$ cat src/rom_cmd_pkg.sv
package rom_cmd_pkg;

  localparam int unsigned CLK_PERIOD_NS = 20;

  // Network command codes, eight bits each.
  localparam logic [7:0] CMD_SEARCH     = 8'hF0;
  localparam logic [7:0] CMD_READ_ID    = 8'h33;
  localparam logic [7:0] CMD_MATCH      = 8'h55;
  localparam logic [7:0] CMD_SKIP       = 8'hCC;
  localparam logic [7:0] CMD_RESUME     = 8'hA5;
  localparam logic [7:0] CMD_FAST_SKIP  = 8'h3C;
  localparam logic [7:0] CMD_FAST_MATCH = 8'h69;

  localparam int unsigned ID_BITS  = 64;
  localparam int unsigned CNT_W    = 16;
  localparam logic [7:0]  CRC_POLY = 8'h8C;

  // Line times in nanoseconds.
  localparam int unsigned SPEED_CLEAR_NS = 480_000;
  localparam int unsigned RST_STD_NS     = 240_000;
  localparam int unsigned RST_FAST_NS    = 48_000;
  localparam int unsigned PDH_STD_NS     = 30_000;
  localparam int unsigned PDH_FAST_NS    = 3_000;
  localparam int unsigned PDL_STD_NS     = 120_000;
  localparam int unsigned PDL_FAST_NS    = 12_000;
  localparam int unsigned MID_STD_NS     = 30_000;
  localparam int unsigned MID_FAST_NS    = 3_000;
  localparam int unsigned LPF_NS         = 500;
  localparam int unsigned REH_NS         = 1_000;

  // Least times, rounded up to whole clock cycles.
  localparam int unsigned SPEED_CLEAR_CYC_DEF = (SPEED_CLEAR_NS + CLK_PERIOD_NS - 1) / CLK_PERIOD_NS;
  localparam int unsigned RST_STD_CYC_DEF     = (RST_STD_NS + CLK_PERIOD_NS - 1) / CLK_PERIOD_NS;
  localparam int unsigned PDL_STD_CYC_DEF     = (PDL_STD_NS + CLK_PERIOD_NS - 1) / CLK_PERIOD_NS;
  localparam int unsigned RST_FAST_CYC        = (RST_FAST_NS + CLK_PERIOD_NS - 1) / CLK_PERIOD_NS;
  localparam int unsigned PDH_STD_CYC         = (PDH_STD_NS + CLK_PERIOD_NS - 1) / CLK_PERIOD_NS;
  localparam int unsigned PDH_FAST_CYC        = (PDH_FAST_NS + CLK_PERIOD_NS - 1) / CLK_PERIOD_NS;
  localparam int unsigned PDL_FAST_CYC        = (PDL_FAST_NS + CLK_PERIOD_NS - 1) / CLK_PERIOD_NS;
  localparam int unsigned MID_STD_CYC         = (MID_STD_NS + CLK_PERIOD_NS - 1) / CLK_PERIOD_NS;
  localparam int unsigned MID_FAST_CYC        = (MID_FAST_NS + CLK_PERIOD_NS - 1) / CLK_PERIOD_NS;
  localparam int unsigned LPF_CYC             = (LPF_NS + CLK_PERIOD_NS - 1) / CLK_PERIOD_NS;
  localparam int unsigned REH_CYC             = (REH_NS + CLK_PERIOD_NS - 1) / CLK_PERIOD_NS;

  typedef enum logic [7:0] {
    ST_IDLE   = 8'h01,
    ST_PWAIT  = 8'h02,
    ST_PRES   = 8'h04,
    ST_CMD    = 8'h08,
    ST_READID = 8'h10,
    ST_SEARCH = 8'h20,
    ST_MATCH  = 8'h40,
    ST_FUNC   = 8'h80
  } state_e;

  // Check byte over family and serial fields, fed least significant bit first.
  function automatic logic [7:0] crc8_56(input logic [55:0] d);
    logic [7:0] c;
    logic       fb;
    c  = 8'h00;
    fb = 1'b0;
    for (int i = 0; i < 56; i++) begin
      fb = c[0] ^ d[i];
      c  = {1'b0, c[7:1]};
      if (fb) begin
        c = c ^ CRC_POLY;
      end
    end
    return c;
  endfunction

endpackage

$ cat src/line_filter.sv
`timescale 1ns/1ps
`default_nettype none

// Cleans the sampled bus level before slot timing sees it.
module line_filter #(
  parameter int unsigned LPF_CYC = rom_cmd_pkg::LPF_CYC,
  parameter int unsigned REH_CYC = rom_cmd_pkg::REH_CYC
) (
  input  wire logic mclk_i,
  input  wire logic rst_i,
  input  wire logic dq_i,
  input  wire logic fast_i,
  output logic      line_o
);

  logic       line_q;
  logic [7:0] lpf_cnt_q;
  logic [7:0] reh_cnt_q;

  // A low must persist before it counts as a fall, except in fast mode.
  always_ff @(posedge mclk_i or posedge rst_i) begin
    if (rst_i) begin
      lpf_cnt_q <= 8'h00;
    end else if (dq_i) begin
      lpf_cnt_q <= 8'h00;
    end else if (lpf_cnt_q != 8'hFF) begin
      lpf_cnt_q <= lpf_cnt_q + 8'h01;
    end
  end

  // Hold-off window opens on every rise of the cleaned level.
  always_ff @(posedge mclk_i or posedge rst_i) begin
    if (rst_i) begin
      reh_cnt_q <= 8'h00;
    end else if (!line_q && dq_i) begin
      reh_cnt_q <= 8'(REH_CYC);
    end else if (reh_cnt_q != 8'h00) begin
      reh_cnt_q <= reh_cnt_q - 8'h01;
    end
  end

  // Lows inside the window are ignored; one still present when it closes is a fall.
  always_ff @(posedge mclk_i or posedge rst_i) begin
    if (rst_i) begin
      line_q <= 1'b1;
    end else if (line_q) begin
      if (!dq_i && reh_cnt_q == 8'h00 && (fast_i || lpf_cnt_q >= 8'(LPF_CYC - 1))) begin
        line_q <= 1'b0;
      end
    end else if (dq_i) begin
      line_q <= 1'b1;
    end
  end

  assign line_o = line_q;

endmodule

`default_nettype wire

$ cat src/byte_fifo.sv
`timescale 1ns/1ps
`default_nettype none

module byte_fifo #(
  parameter int unsigned WIDTH = 8,
  parameter int unsigned DEPTH = 8
) (
  input  wire logic             mclk_i,
  input  wire logic             rst_i,
  input  wire logic             in_valid_i,
  output logic                  in_ready_o,
  input  wire logic [WIDTH-1:0] in_data_i,
  output logic                  out_valid_o,
  input  wire logic             out_ready_i,
  output logic [WIDTH-1:0]      out_data_o
);

  localparam int unsigned AW = $clog2(DEPTH);

  logic [WIDTH-1:0] mem [DEPTH];
  logic [AW:0]      wr_q;
  logic [AW:0]      rd_q;
  logic             full;
  logic             empty;

  assign full        = (wr_q[AW] != rd_q[AW]) && (wr_q[AW-1:0] == rd_q[AW-1:0]);
  assign empty       = (wr_q == rd_q);
  assign in_ready_o  = !full;
  assign out_valid_o = !empty;
  assign out_data_o  = mem[rd_q[AW-1:0]];

  always_ff @(posedge mclk_i) begin
    if (in_valid_i && !full) begin
      mem[wr_q[AW-1:0]] <= in_data_i;
    end
  end

  always_ff @(posedge mclk_i or posedge rst_i) begin
    if (rst_i) begin
      wr_q <= '0;
    end else if (in_valid_i && !full) begin
      wr_q <= wr_q + 1'b1;
    end
  end

  always_ff @(posedge mclk_i or posedge rst_i) begin
    if (rst_i) begin
      rd_q <= '0;
    end else if (out_ready_i && !empty) begin
      rd_q <= rd_q + 1'b1;
    end
  end

endmodule

`default_nettype wire

$ cat src/rom_command_layer.sv
`timescale 1ns/1ps
`default_nettype none

// Summary of operation
// Search handles each identifier bit, LSB first, as true, complement, then master choice.
// On a search choice differing from own bit, drop out of the pass.
// Read-identifier sends family byte, 48-bit serial, then check byte over both.
// Master uses read-identifier only with a single device attached.
// Match takes 64 bits; only exact match proceeds, else idle until reset.
// Skip goes straight to function commands with no identifier bits.
// Resume proceeds like skip only while the reselect flag is set.
// Reselect flag is set only by successful match, search or fast match.
// Selecting any other device clears the reselect flag.
// Fast skip sets the speed flag and proceeds to function commands.
// After multidrop fast skip, master sends fast reset then match or search.
// Fast match receives identifier at fast speed; exact match sets fast mode.
// A device already fast stays fast when a fast match misses it.
// Any reset low of 480 us or more clears the speed flag.
// Falling-edge filtering applies at standard speed only.
// Lows ending inside the hold-off window are ignored; longer lows open slots.
// Commands are eight bits and follow a reset and presence.
// Standard speed is the default; only fast commands set fast speed.
// A short fast-speed reset resets the device but keeps fast speed.
// Commands and identifiers move LSB first, one bit per slot.
module rom_command_layer #(
  parameter int unsigned SPEED_CLEAR_CYC = rom_cmd_pkg::SPEED_CLEAR_CYC_DEF,
  parameter int unsigned RST_STD_CYC     = rom_cmd_pkg::RST_STD_CYC_DEF,
  parameter int unsigned PDL_STD_CYC     = rom_cmd_pkg::PDL_STD_CYC_DEF,
  parameter int unsigned FIFO_DEPTH      = 8
) (
  input  wire logic        mclk_i,
  input  wire logic        rst_i,
  input  wire logic        dq_i,
  output logic             dq_o,
  output logic             dq_oe_o,
  input  wire logic [7:0]  family_i,
  input  wire logic [47:0] serial_i,
  output logic [7:0]       func_data_o,
  output logic             func_valid_o,
  input  wire logic        func_ready_i,
  output logic             selected_o,
  output logic             fast_speed_flag_o,
  output logic             reselect_flag_o,
  output logic             overflow_o
);

  localparam int unsigned CW = rom_cmd_pkg::CNT_W;

  rom_cmd_pkg::state_e state_q;

  logic          line;
  logic          line_d1_q;
  logic          fall;
  logic          rise;
  logic [CW-1:0] low_cnt_q;
  logic [CW-1:0] tmr_q;
  logic [CW-1:0] rst_thr;
  logic [CW-1:0] pdh_cyc;
  logic [CW-1:0] pdl_cyc;
  logic [CW-1:0] mid_cyc;
  logic          reset_det;
  logic          slot_q;
  logic          bit_ev;
  logic          drive_q;
  logic [5:0]    idx_q;
  logic [1:0]    sub_q;
  logic [7:0]    sh_q;
  logic [7:0]    cmd_byte;
  logic          cmd_done;
  logic          id_last;
  logic [63:0]   uid;
  logic          uid_bit;
  logic          want_tx;
  logic          tx_bit;
  logic          search_fail;
  logic          search_ok;
  logic          match_fail;
  logic          match_ok;
  logic          fast_q;
  logic          fast_match_q;
  logic          fast_prev_q;
  logic          reselect_q;
  logic          pend_q;
  logic [7:0]    pend_data_q;
  logic          fifo_in_ready;
  logic          stall;
  logic          func_byte;
  logic          overflow_q;
  logic          slot_state;

  line_filter u_filter (
    .mclk_i (mclk_i),
    .rst_i  (rst_i),
    .dq_i   (dq_i),
    .fast_i (fast_q),
    .line_o (line)
  );

  byte_fifo #(
    .WIDTH (8),
    .DEPTH (FIFO_DEPTH)
  ) u_fifo (
    .mclk_i      (mclk_i),
    .rst_i       (rst_i),
    .in_valid_i  (pend_q),
    .in_ready_o  (fifo_in_ready),
    .in_data_i   (pend_data_q),
    .out_valid_o (func_valid_o),
    .out_ready_i (func_ready_i),
    .out_data_o  (func_data_o)
  );

  // The check byte is rebuilt from the fields so that it always agrees with them.
  assign uid = {rom_cmd_pkg::crc8_56({serial_i, family_i}), serial_i, family_i};

  assign fall = line_d1_q && !line;
  assign rise = !line_d1_q && line;

  assign rst_thr = fast_q ? CW'(rom_cmd_pkg::RST_FAST_CYC) : CW'(RST_STD_CYC);
  assign pdh_cyc = fast_q ? CW'(rom_cmd_pkg::PDH_FAST_CYC) : CW'(rom_cmd_pkg::PDH_STD_CYC);
  assign pdl_cyc = fast_q ? CW'(rom_cmd_pkg::PDL_FAST_CYC) : CW'(PDL_STD_CYC);
  assign mid_cyc = fast_q ? CW'(rom_cmd_pkg::MID_FAST_CYC) : CW'(rom_cmd_pkg::MID_STD_CYC);

  // Our own presence low must never be taken for a master reset.
  assign reset_det = rise && (low_cnt_q >= rst_thr) && (state_q != rom_cmd_pkg::ST_PRES);

  assign slot_state = (state_q == rom_cmd_pkg::ST_CMD) || (state_q == rom_cmd_pkg::ST_READID) ||
                      (state_q == rom_cmd_pkg::ST_SEARCH) || (state_q == rom_cmd_pkg::ST_MATCH) ||
                      (state_q == rom_cmd_pkg::ST_FUNC);

  assign bit_ev  = slot_q && (tmr_q == mid_cyc);
  assign id_last = (idx_q == 6'h3F);
  assign uid_bit = uid[idx_q];

  assign want_tx = (state_q == rom_cmd_pkg::ST_READID) ||
                   ((state_q == rom_cmd_pkg::ST_SEARCH) && (sub_q != 2'h2));
  assign tx_bit  = (state_q == rom_cmd_pkg::ST_SEARCH && sub_q == 2'h1) ? !uid_bit : uid_bit;

  // Received bits enter at the top, so the first bit ends up as bit 0.
  assign cmd_byte = {line, sh_q[7:1]};
  assign cmd_done = bit_ev && (state_q == rom_cmd_pkg::ST_CMD) && (idx_q[2:0] == 3'h7);

  assign search_fail = bit_ev && (state_q == rom_cmd_pkg::ST_SEARCH) && (sub_q == 2'h2) && (line != uid_bit);
  assign search_ok   = bit_ev && (state_q == rom_cmd_pkg::ST_SEARCH) && (sub_q == 2'h2) &&
                       (line == uid_bit) && id_last;
  assign match_fail  = bit_ev && (state_q == rom_cmd_pkg::ST_MATCH) && (line != uid_bit);
  assign match_ok    = bit_ev && (state_q == rom_cmd_pkg::ST_MATCH) && (line == uid_bit) && id_last;

  // A full buffer stalls byte assembly; bits arriving meanwhile are lost and flagged.
  assign stall     = pend_q && !fifo_in_ready;
  assign func_byte = bit_ev && (state_q == rom_cmd_pkg::ST_FUNC) && !stall && (idx_q[2:0] == 3'h7);

  always_ff @(posedge mclk_i or posedge rst_i) begin
    if (rst_i) begin
      line_d1_q <= 1'b1;
    end else begin
      line_d1_q <= line;
    end
  end

  always_ff @(posedge mclk_i or posedge rst_i) begin
    if (rst_i) begin
      low_cnt_q <= '0;
    end else if (line) begin
      low_cnt_q <= '0;
    end else if (low_cnt_q != {CW{1'b1}}) begin
      low_cnt_q <= low_cnt_q + 1'b1;
    end
  end

  // One timer serves presence timing and slot timing; it restarts on each event.
  always_ff @(posedge mclk_i or posedge rst_i) begin
    if (rst_i) begin
      tmr_q <= '0;
    end else if (reset_det || fall || (state_q == rom_cmd_pkg::ST_PWAIT && tmr_q == pdh_cyc)) begin
      tmr_q <= '0;
    end else if (tmr_q != {CW{1'b1}}) begin
      tmr_q <= tmr_q + 1'b1;
    end
  end

  always_ff @(posedge mclk_i or posedge rst_i) begin
    if (rst_i) begin
      slot_q <= 1'b0;
    end else if (reset_det) begin
      slot_q <= 1'b0;
    end else if (fall && slot_state) begin
      slot_q <= 1'b1;
    end else if (bit_ev) begin
      slot_q <= 1'b0;
    end
  end

  // Pull-down for presence and for zero bits sent to the master.
  always_ff @(posedge mclk_i or posedge rst_i) begin
    if (rst_i) begin
      drive_q <= 1'b0;
    end else if (state_q == rom_cmd_pkg::ST_PWAIT && tmr_q == pdh_cyc) begin
      drive_q <= 1'b1;
    end else if (state_q == rom_cmd_pkg::ST_PRES && tmr_q == pdl_cyc) begin
      drive_q <= 1'b0;
    end else if (fall && want_tx && !tx_bit) begin
      drive_q <= 1'b1;
    end else if (state_q != rom_cmd_pkg::ST_PRES && (tmr_q == mid_cyc || reset_det)) begin
      drive_q <= 1'b0;
    end
  end

  always_ff @(posedge mclk_i or posedge rst_i) begin
    if (rst_i) begin
      state_q <= rom_cmd_pkg::ST_IDLE;
    end else if (reset_det) begin
      state_q <= rom_cmd_pkg::ST_PWAIT;
    end else begin
      unique case (state_q)
        rom_cmd_pkg::ST_IDLE: begin
          state_q <= rom_cmd_pkg::ST_IDLE;
        end
        rom_cmd_pkg::ST_PWAIT: begin
          if (tmr_q == pdh_cyc) begin
            state_q <= rom_cmd_pkg::ST_PRES;
          end
        end
        rom_cmd_pkg::ST_PRES: begin
          if (tmr_q == pdl_cyc) begin
            state_q <= rom_cmd_pkg::ST_CMD;
          end
        end
        rom_cmd_pkg::ST_CMD: begin
          if (cmd_done) begin
            unique case (cmd_byte)
              rom_cmd_pkg::CMD_SEARCH:     state_q <= rom_cmd_pkg::ST_SEARCH;
              rom_cmd_pkg::CMD_READ_ID:    state_q <= rom_cmd_pkg::ST_READID;
              rom_cmd_pkg::CMD_MATCH:      state_q <= rom_cmd_pkg::ST_MATCH;
              rom_cmd_pkg::CMD_FAST_MATCH: state_q <= rom_cmd_pkg::ST_MATCH;
              rom_cmd_pkg::CMD_SKIP:       state_q <= rom_cmd_pkg::ST_FUNC;
              rom_cmd_pkg::CMD_FAST_SKIP:  state_q <= rom_cmd_pkg::ST_FUNC;
              rom_cmd_pkg::CMD_RESUME: begin
                state_q <= reselect_q ? rom_cmd_pkg::ST_FUNC : rom_cmd_pkg::ST_IDLE;
              end
              default:                     state_q <= rom_cmd_pkg::ST_IDLE;
            endcase
          end
        end
        rom_cmd_pkg::ST_READID: begin
          if (bit_ev && id_last) begin
            state_q <= rom_cmd_pkg::ST_FUNC;
          end
        end
        rom_cmd_pkg::ST_SEARCH: begin
          if (search_fail) begin
            state_q <= rom_cmd_pkg::ST_IDLE;
          end else if (search_ok) begin
            state_q <= rom_cmd_pkg::ST_FUNC;
          end
        end
        rom_cmd_pkg::ST_MATCH: begin
          if (match_fail) begin
            state_q <= rom_cmd_pkg::ST_IDLE;
          end else if (match_ok) begin
            state_q <= rom_cmd_pkg::ST_FUNC;
          end
        end
        rom_cmd_pkg::ST_FUNC: begin
          state_q <= rom_cmd_pkg::ST_FUNC;
        end
        default: begin
          state_q <= rom_cmd_pkg::ST_IDLE;
        end
      endcase
    end
  end

  // Bit position: command bits count in the low three bits, identifier bits in all six.
  always_ff @(posedge mclk_i or posedge rst_i) begin
    if (rst_i) begin
      idx_q <= 6'h00;
      sub_q <= 2'h0;
    end else if (reset_det || cmd_done) begin
      idx_q <= 6'h00;
      sub_q <= 2'h0;
    end else if (bit_ev) begin
      if (state_q == rom_cmd_pkg::ST_SEARCH) begin
        if (sub_q == 2'h2) begin
          sub_q <= 2'h0;
          idx_q <= idx_q + 6'h01;
        end else begin
          sub_q <= sub_q + 2'h1;
        end
      end else if (state_q != rom_cmd_pkg::ST_FUNC || !stall) begin
        idx_q <= idx_q + 6'h01;
      end
    end
  end

  always_ff @(posedge mclk_i or posedge rst_i) begin
    if (rst_i) begin
      sh_q <= 8'h00;
    end else if (bit_ev && (state_q == rom_cmd_pkg::ST_CMD || (state_q == rom_cmd_pkg::ST_FUNC && !stall))) begin
      sh_q <= cmd_byte;
    end
  end

  // Speed flag starts standard; only the two fast commands raise it.
  always_ff @(posedge mclk_i or posedge rst_i) begin
    if (rst_i) begin
      fast_q       <= 1'b0;
      fast_match_q <= 1'b0;
      fast_prev_q  <= 1'b0;
    end else if (reset_det) begin
      fast_match_q <= 1'b0;
      if (low_cnt_q >= CW'(SPEED_CLEAR_CYC)) begin
        fast_q <= 1'b0;
      end
    end else if (cmd_done && cmd_byte == rom_cmd_pkg::CMD_FAST_SKIP) begin
      fast_q <= 1'b1;
    end else if (cmd_done && cmd_byte == rom_cmd_pkg::CMD_FAST_MATCH) begin
      fast_prev_q  <= fast_q;
      fast_match_q <= 1'b1;
      fast_q       <= 1'b1;
    end else if (match_fail && fast_match_q) begin
      fast_q <= fast_prev_q;
    end
  end

  // Search, match, fast match, skip and fast skip clear the flag; a completed selection sets it, set winning.
  always_ff @(posedge mclk_i or posedge rst_i) begin
    if (rst_i) begin
      reselect_q <= 1'b0;
    end else if (search_ok || match_ok) begin
      reselect_q <= 1'b1;
    end else if (cmd_done && (cmd_byte == rom_cmd_pkg::CMD_SEARCH || cmd_byte == rom_cmd_pkg::CMD_MATCH ||
                              cmd_byte == rom_cmd_pkg::CMD_FAST_MATCH || cmd_byte == rom_cmd_pkg::CMD_SKIP ||
                              cmd_byte == rom_cmd_pkg::CMD_FAST_SKIP)) begin
      reselect_q <= 1'b0;
    end
  end

  always_ff @(posedge mclk_i or posedge rst_i) begin
    if (rst_i) begin
      pend_q      <= 1'b0;
      pend_data_q <= 8'h00;
    end else if (func_byte) begin
      pend_q      <= 1'b1;
      pend_data_q <= cmd_byte;
    end else if (pend_q && fifo_in_ready) begin
      pend_q <= 1'b0;
    end
  end

  always_ff @(posedge mclk_i or posedge rst_i) begin
    if (rst_i) begin
      overflow_q <= 1'b0;
    end else if (bit_ev && state_q == rom_cmd_pkg::ST_FUNC && stall) begin
      overflow_q <= 1'b1;
    end else if (reset_det) begin
      overflow_q <= 1'b0;
    end
  end

  assign dq_o              = 1'b0;
  assign dq_oe_o           = drive_q;
  assign selected_o        = (state_q == rom_cmd_pkg::ST_FUNC);
  assign fast_speed_flag_o = fast_q;
  assign reselect_flag_o   = reselect_q;
  assign overflow_o        = overflow_q;

endmodule

`default_nettype wire

$ cat config.mk
export PLATFORM = sky130hd
export DESIGN_NAME = rom_command_layer
export DESIGN_NICKNAME = d
export VERILOG_FILES = /design/src/rom_cmd_pkg.sv /design/src/line_filter.sv /design/src/byte_fifo.sv /design/src/rom_command_layer.sv
export SDC_FILE = /design/constraint.sdc
export NUM_CORES = 1
export LEC_CHECK = 0
export BUFFER_PORTS_ARGS = -buffer_cell sky130_fd_sc_hd__clkbuf_2
export CORE_MARGIN = 10
export CORE_UTILIZATION = 61
export DETAILED_ROUTE_END_ITERATION = 10
export GPL_ROUTABILITY_DRIVEN = 0
export GPL_TIMING_DRIVEN = 1
export PLACE_DENSITY = 0.81
export SYNTH_ARGS = -nofsm -noshare
export SYNTH_HDL_FRONTEND = slang
export SYNTH_SLANG_ARGS = --single-unit
export TNS_END_PERCENT = 1
$ cat constraint.sdc
create_clock -name mclk_i -period 4.48 [get_ports mclk_i]
set_input_delay 0.672 -clock mclk_i [delete_from_list [all_inputs] [get_ports mclk_i]]
set_output_delay 0.672 -clock mclk_i [all_outputs]
set_load 0.01 [all_outputs]
==> flow_metrics.py <==
metrics = {
    "setup_path": {
        "worstPathRequired_ns": 4.84,
        "crit_arrival_ns": 4.85,
        "worst_path_max_delay_cell": "or4b_1",
        "worstPathMaxFanout": 4,
        "reg2reg_slack_ns": 0.91,
        "startpoint_type": "input pin",
        "critPathKind": "input pin to flip-flop",
        "rr_startpoint": "idx_q[0]",
        "crit_path_cell_trace": "buf_6 > xnor3_2 > buf_4 > xnor2_2 > buf_4 > buf_4 > xnor3_2 > xnor2_4 > buf_4 > xnor2_4 > buf_4 > xnor3_1 > xor2_1 > nor2_1 > o311ai_1 > o211ai_2 > xnor2_2 > or4b_1 > nand3_1",
        "max_stage_delay_ns": 0.47,
        "worst_r2r_endpoint": "fast_speed_flag_o",
        "endpoint_kind": "flip-flop",
        "cpMostUsedCell": "buf_4",
        "reg2regPathDepth": 9,
    },
    "timing": {
        "finalSetupViolations": 2,
        "hold_viol": 0,
        "drv_slew": 0,
        "fmax_ghz": 0.223,
        "timing.final.ws_setup_ns": -0.0142,
        "tightest_slew_ns": 1.10,
        "period_needed_ns": 4.49,
        "max_slew_margin_pct": 26.1,
        "fin_skew_ns": 0.0164,
        "finalCritPeriodShare_pct": 100,
    },
    "pwr": {
        "power_density_mw_per_mm2": 939,
        "leakage_nw": 5.11,
        "ir_worst_vdd_v": 0.00343,
        "power.total_mw": 11.3,
    },
    "synth": {
        "ys_top_cells_by_count": "dfrtp_1 (94), xnor2_1 (84), nor2_1 (82)",
        "synthMuxAreaShare_pct": 10.6,
        "synth_area_leader_cell": "dfrtp_1",
        "synth_compound_area_share_pct": 4.84,
        "synthTopCellsByArea": "dfrtp_1 (23%), edfxtp_1 (19%), mux4_2 (7.4%)",
        "synthFlopType": "dfrtp_1",
        "synthArstFlopShare_pct": 60.2,
        "synth-simple-area-share_pct": 14.7,
        "synth_seq_cells": 161,
        "synth-seq-area-share_pct": 43.4,
        "synth_adder_area_share_pct": 2.00,
        "synth_cell_types": 59,
        "netlist_area_mm2": 0.0100,
        "synth_edf_count": 64,
        "synth_fp_nets": 920,
        "synth_top_area_share_pct": 23.5,
        "yosysMostFrequentCell": "dfrtp_1",
        "synth.avg_cell_area_um2": 11.9,
        "ys_warn_count": 0,
        "syn-instance-count": 844,
        "synth_top_family_by_area": "XOR/XNOR gates",
        "synth_xor_area_share_pct": 22.5,
    },
    "global_route": {
        "grt_max_degree": 72,
        "track_usage_pct": 21.2,
        "antenna_found_initial": 0,
        "overflow": 0,
        "grt_pass1_vias": 7159,
        "grt_pass1_wl_mm": 37.3,
    },
    "layout": {
        "drive_gt1_share_pct": 30.4,
        "n_antenna_cell": 0,
        "syn_to_final_growth_pct": 20.6,
        "fin_area_mm2": 0.0121,
        "final_core_util_pct": 75.5,
        "regArea_mm2": 0.00435,
        "multi_input_area_mm2": 0.00581,
        "fin_nets": 1063,
        "fill_cells": 1002,
    },
    "drt": {
        "drt_first_iter_violations": 534,
        "ant_nets": 0,
        "drc": 0,
        "post_drt_wl_per_cell_um": 20.3,
        "first_pass_iters": 5,
        "via_per_inst": 5.96,
        "vias": 7249,
        "wl_mm": 24.7,
    },
    "outcome": {
        "status": "complete, but fails checks",
        "violations": "negative setup slack",
    },
    "clocking": {
        "numCtsBuffers": 17,
        "cts_tree": "built",
        "htreeDepth": 4,
        "path_clk_slew_ns": 0.07,
        "cts-root-buf": "clkbuf_16",
        "ctsHoldBuffers": 0,
        "clk_latency_ns": 0.43,
        "clockBufferDepth": 2,
        "clkSinkCount": 161,
    },
    "die": {
        "dieArea_mm2": 0.0220,
        "ios": 75,
        "rows": 46,
        "core_mm2": 0.0160,
        "chipWidth_um": 148,
        "initial_core_util_pct": 62.6,
        "die_h_um": 148,
    },
    "placement": {
        "dp_hpwl_mm": 16.6,
        "place_ws_ns": -0.371,
        "placed_area_mm2": 0.0110,
        "portBuffers": 73,
    },
    "worst_hold_path": {
        "hold_class": "input pin to asynchronous set/reset pin",
    },
    "run": {
        "maxCapViolations": 0,
    },
}
==> per-stage QoR <==
| step | TNS, ns | hold WS [ns] | cells |
|---|---|---|---|
| final | -0.0210 | 0.416 | 1216 |
| after global routing | -0.475 | 0.491 | 1216 |
| after CTS | 0 | 0.456 | 1190 |
| after detailed placement | -1.56 | 0.486 | 1158 |
| after global placement | -0.466 | 0.482 | 1158 |
| after floorplan | 0 | 0.367 | 844 |
==> registers in the layout (all words and copies together), names as in the netlist, 2 cells and up <==
register            count
u_fifo.mem             64
low_cnt_q              16
tmr_q                  16
pend_data_q             8
state_q                 8
u_filter.lpf_cnt_q      8
u_filter.reh_cnt_q      8
sh_q                    7
idx_q                   6
u_fifo.rd_q             4
u_fifo.wr_q             4
sub_q                   2
==> cell families after synthesis <==
kind of cell,count (synthesis)
other,1
XOR/XNOR,181
multiplexers,62
buffers and inverters,49
AO/OA/AOI/OAI,78
flip-flops,161
adder cells (fa/ha/maj),16
AND/OR/NAND/NOR,296
==> how the worst max path moves through the flow <==
stage / startpoint / cells after the start / endpoint / slack, ns
final: serial_i[5] / 19 / fast_speed_flag_o / -0.01
after global routing: family_i[5] / 16 / fast_speed_flag_o / -0.14
after CTS: family_i[1] / 15 / fast_speed_flag_o / 0.05
after floorplan: family_i[1] / 14 / fast_speed_flag_o / 0.01
after detailed placement: family_i[1] / 15 / fast_speed_flag_o / -0.37
after global placement: family_i[1] / 15 / fast_speed_flag_o / -0.19
==> area by class of cell <==
cell class	instances	share of cell area [%]
clock buffers	19	3.58
clock inverters	13	1.03
inverters	23	0.735
multi-input cells	634	48.1
flip-flops and latches	161	36.0
well taps	216	2.24
repair buffers	150	8.25
==> cells in the final DEF, fill, tap and decap left out, types with 10 or more instances in the layout <==
| cell type | instances |
|---|---|
| dfrtp_1 | 94 |
| nor2_1 | 82 |
| buf_4 | 71 |
| clkbuf_2 | 66 |
| edfxtp_1 | 64 |
| xnor2_1 | 61 |
| nand2_1 | 58 |
| nand3_1 | 40 |
| xor2_1 | 39 |
| mux4_2 | 33 |
| o21ai_0 | 25 |
| mux2_2 | 24 |
| xnor2_2 | 23 |
| inv_1 | 22 |
| nor3_1 | 20 |
| a21oi_1 | 18 |
| xnor3_2 | 18 |
| xnor3_1 | 17 |
| clkbuf_16 | 17 |
| ha_1 | 16 |
| nor2b_1 | 13 |
| nand2b_1 | 12 |
| or3_1 | 12 |
| nand4_1 | 11 |
| buf_6 | 11 |
| and3_1 | 10 |
==> worst max-delay path: cells and delay by family <==
| family | cells | cell delay (ns) |
|---|---|---|
| compound gates | 2 | 0.50 |
| xor+xnor | 8 | 2.17 |
| buf+inv | 6 | 0.87 |
| simple gates | 3 | 0.64 |
==> timing repair <==
action,CTS,global route
setup buffers,0,30
gates resized for setup,0,70
hold endpoints to repair,0,0
endpoints found under the setup margin,0,5
==> power breakdown <==
| group | total (mW) | switching [mW] | internal [mW] |
|---|---|---|---|
| registers | 1.70 | 0.0969 | 1.61 |
| clock network | 1.39 | 0.621 | 0.773 |
| logic | 8.25 | 3.42 | 4.82 |
| total | 11.3 | 4.14 | 7.20 |
==> layer usage <==
metal  track usage [%]  routed length [um]  vias up
met1              26.1                9690     3614
li1                  -                   -     3318
met5                 0                   0        -
met3              4.49                1400       54
met4              6.39                 656        0
met2              36.7               13000      263
No activity file was read; power rests on OpenSTA's default activity.
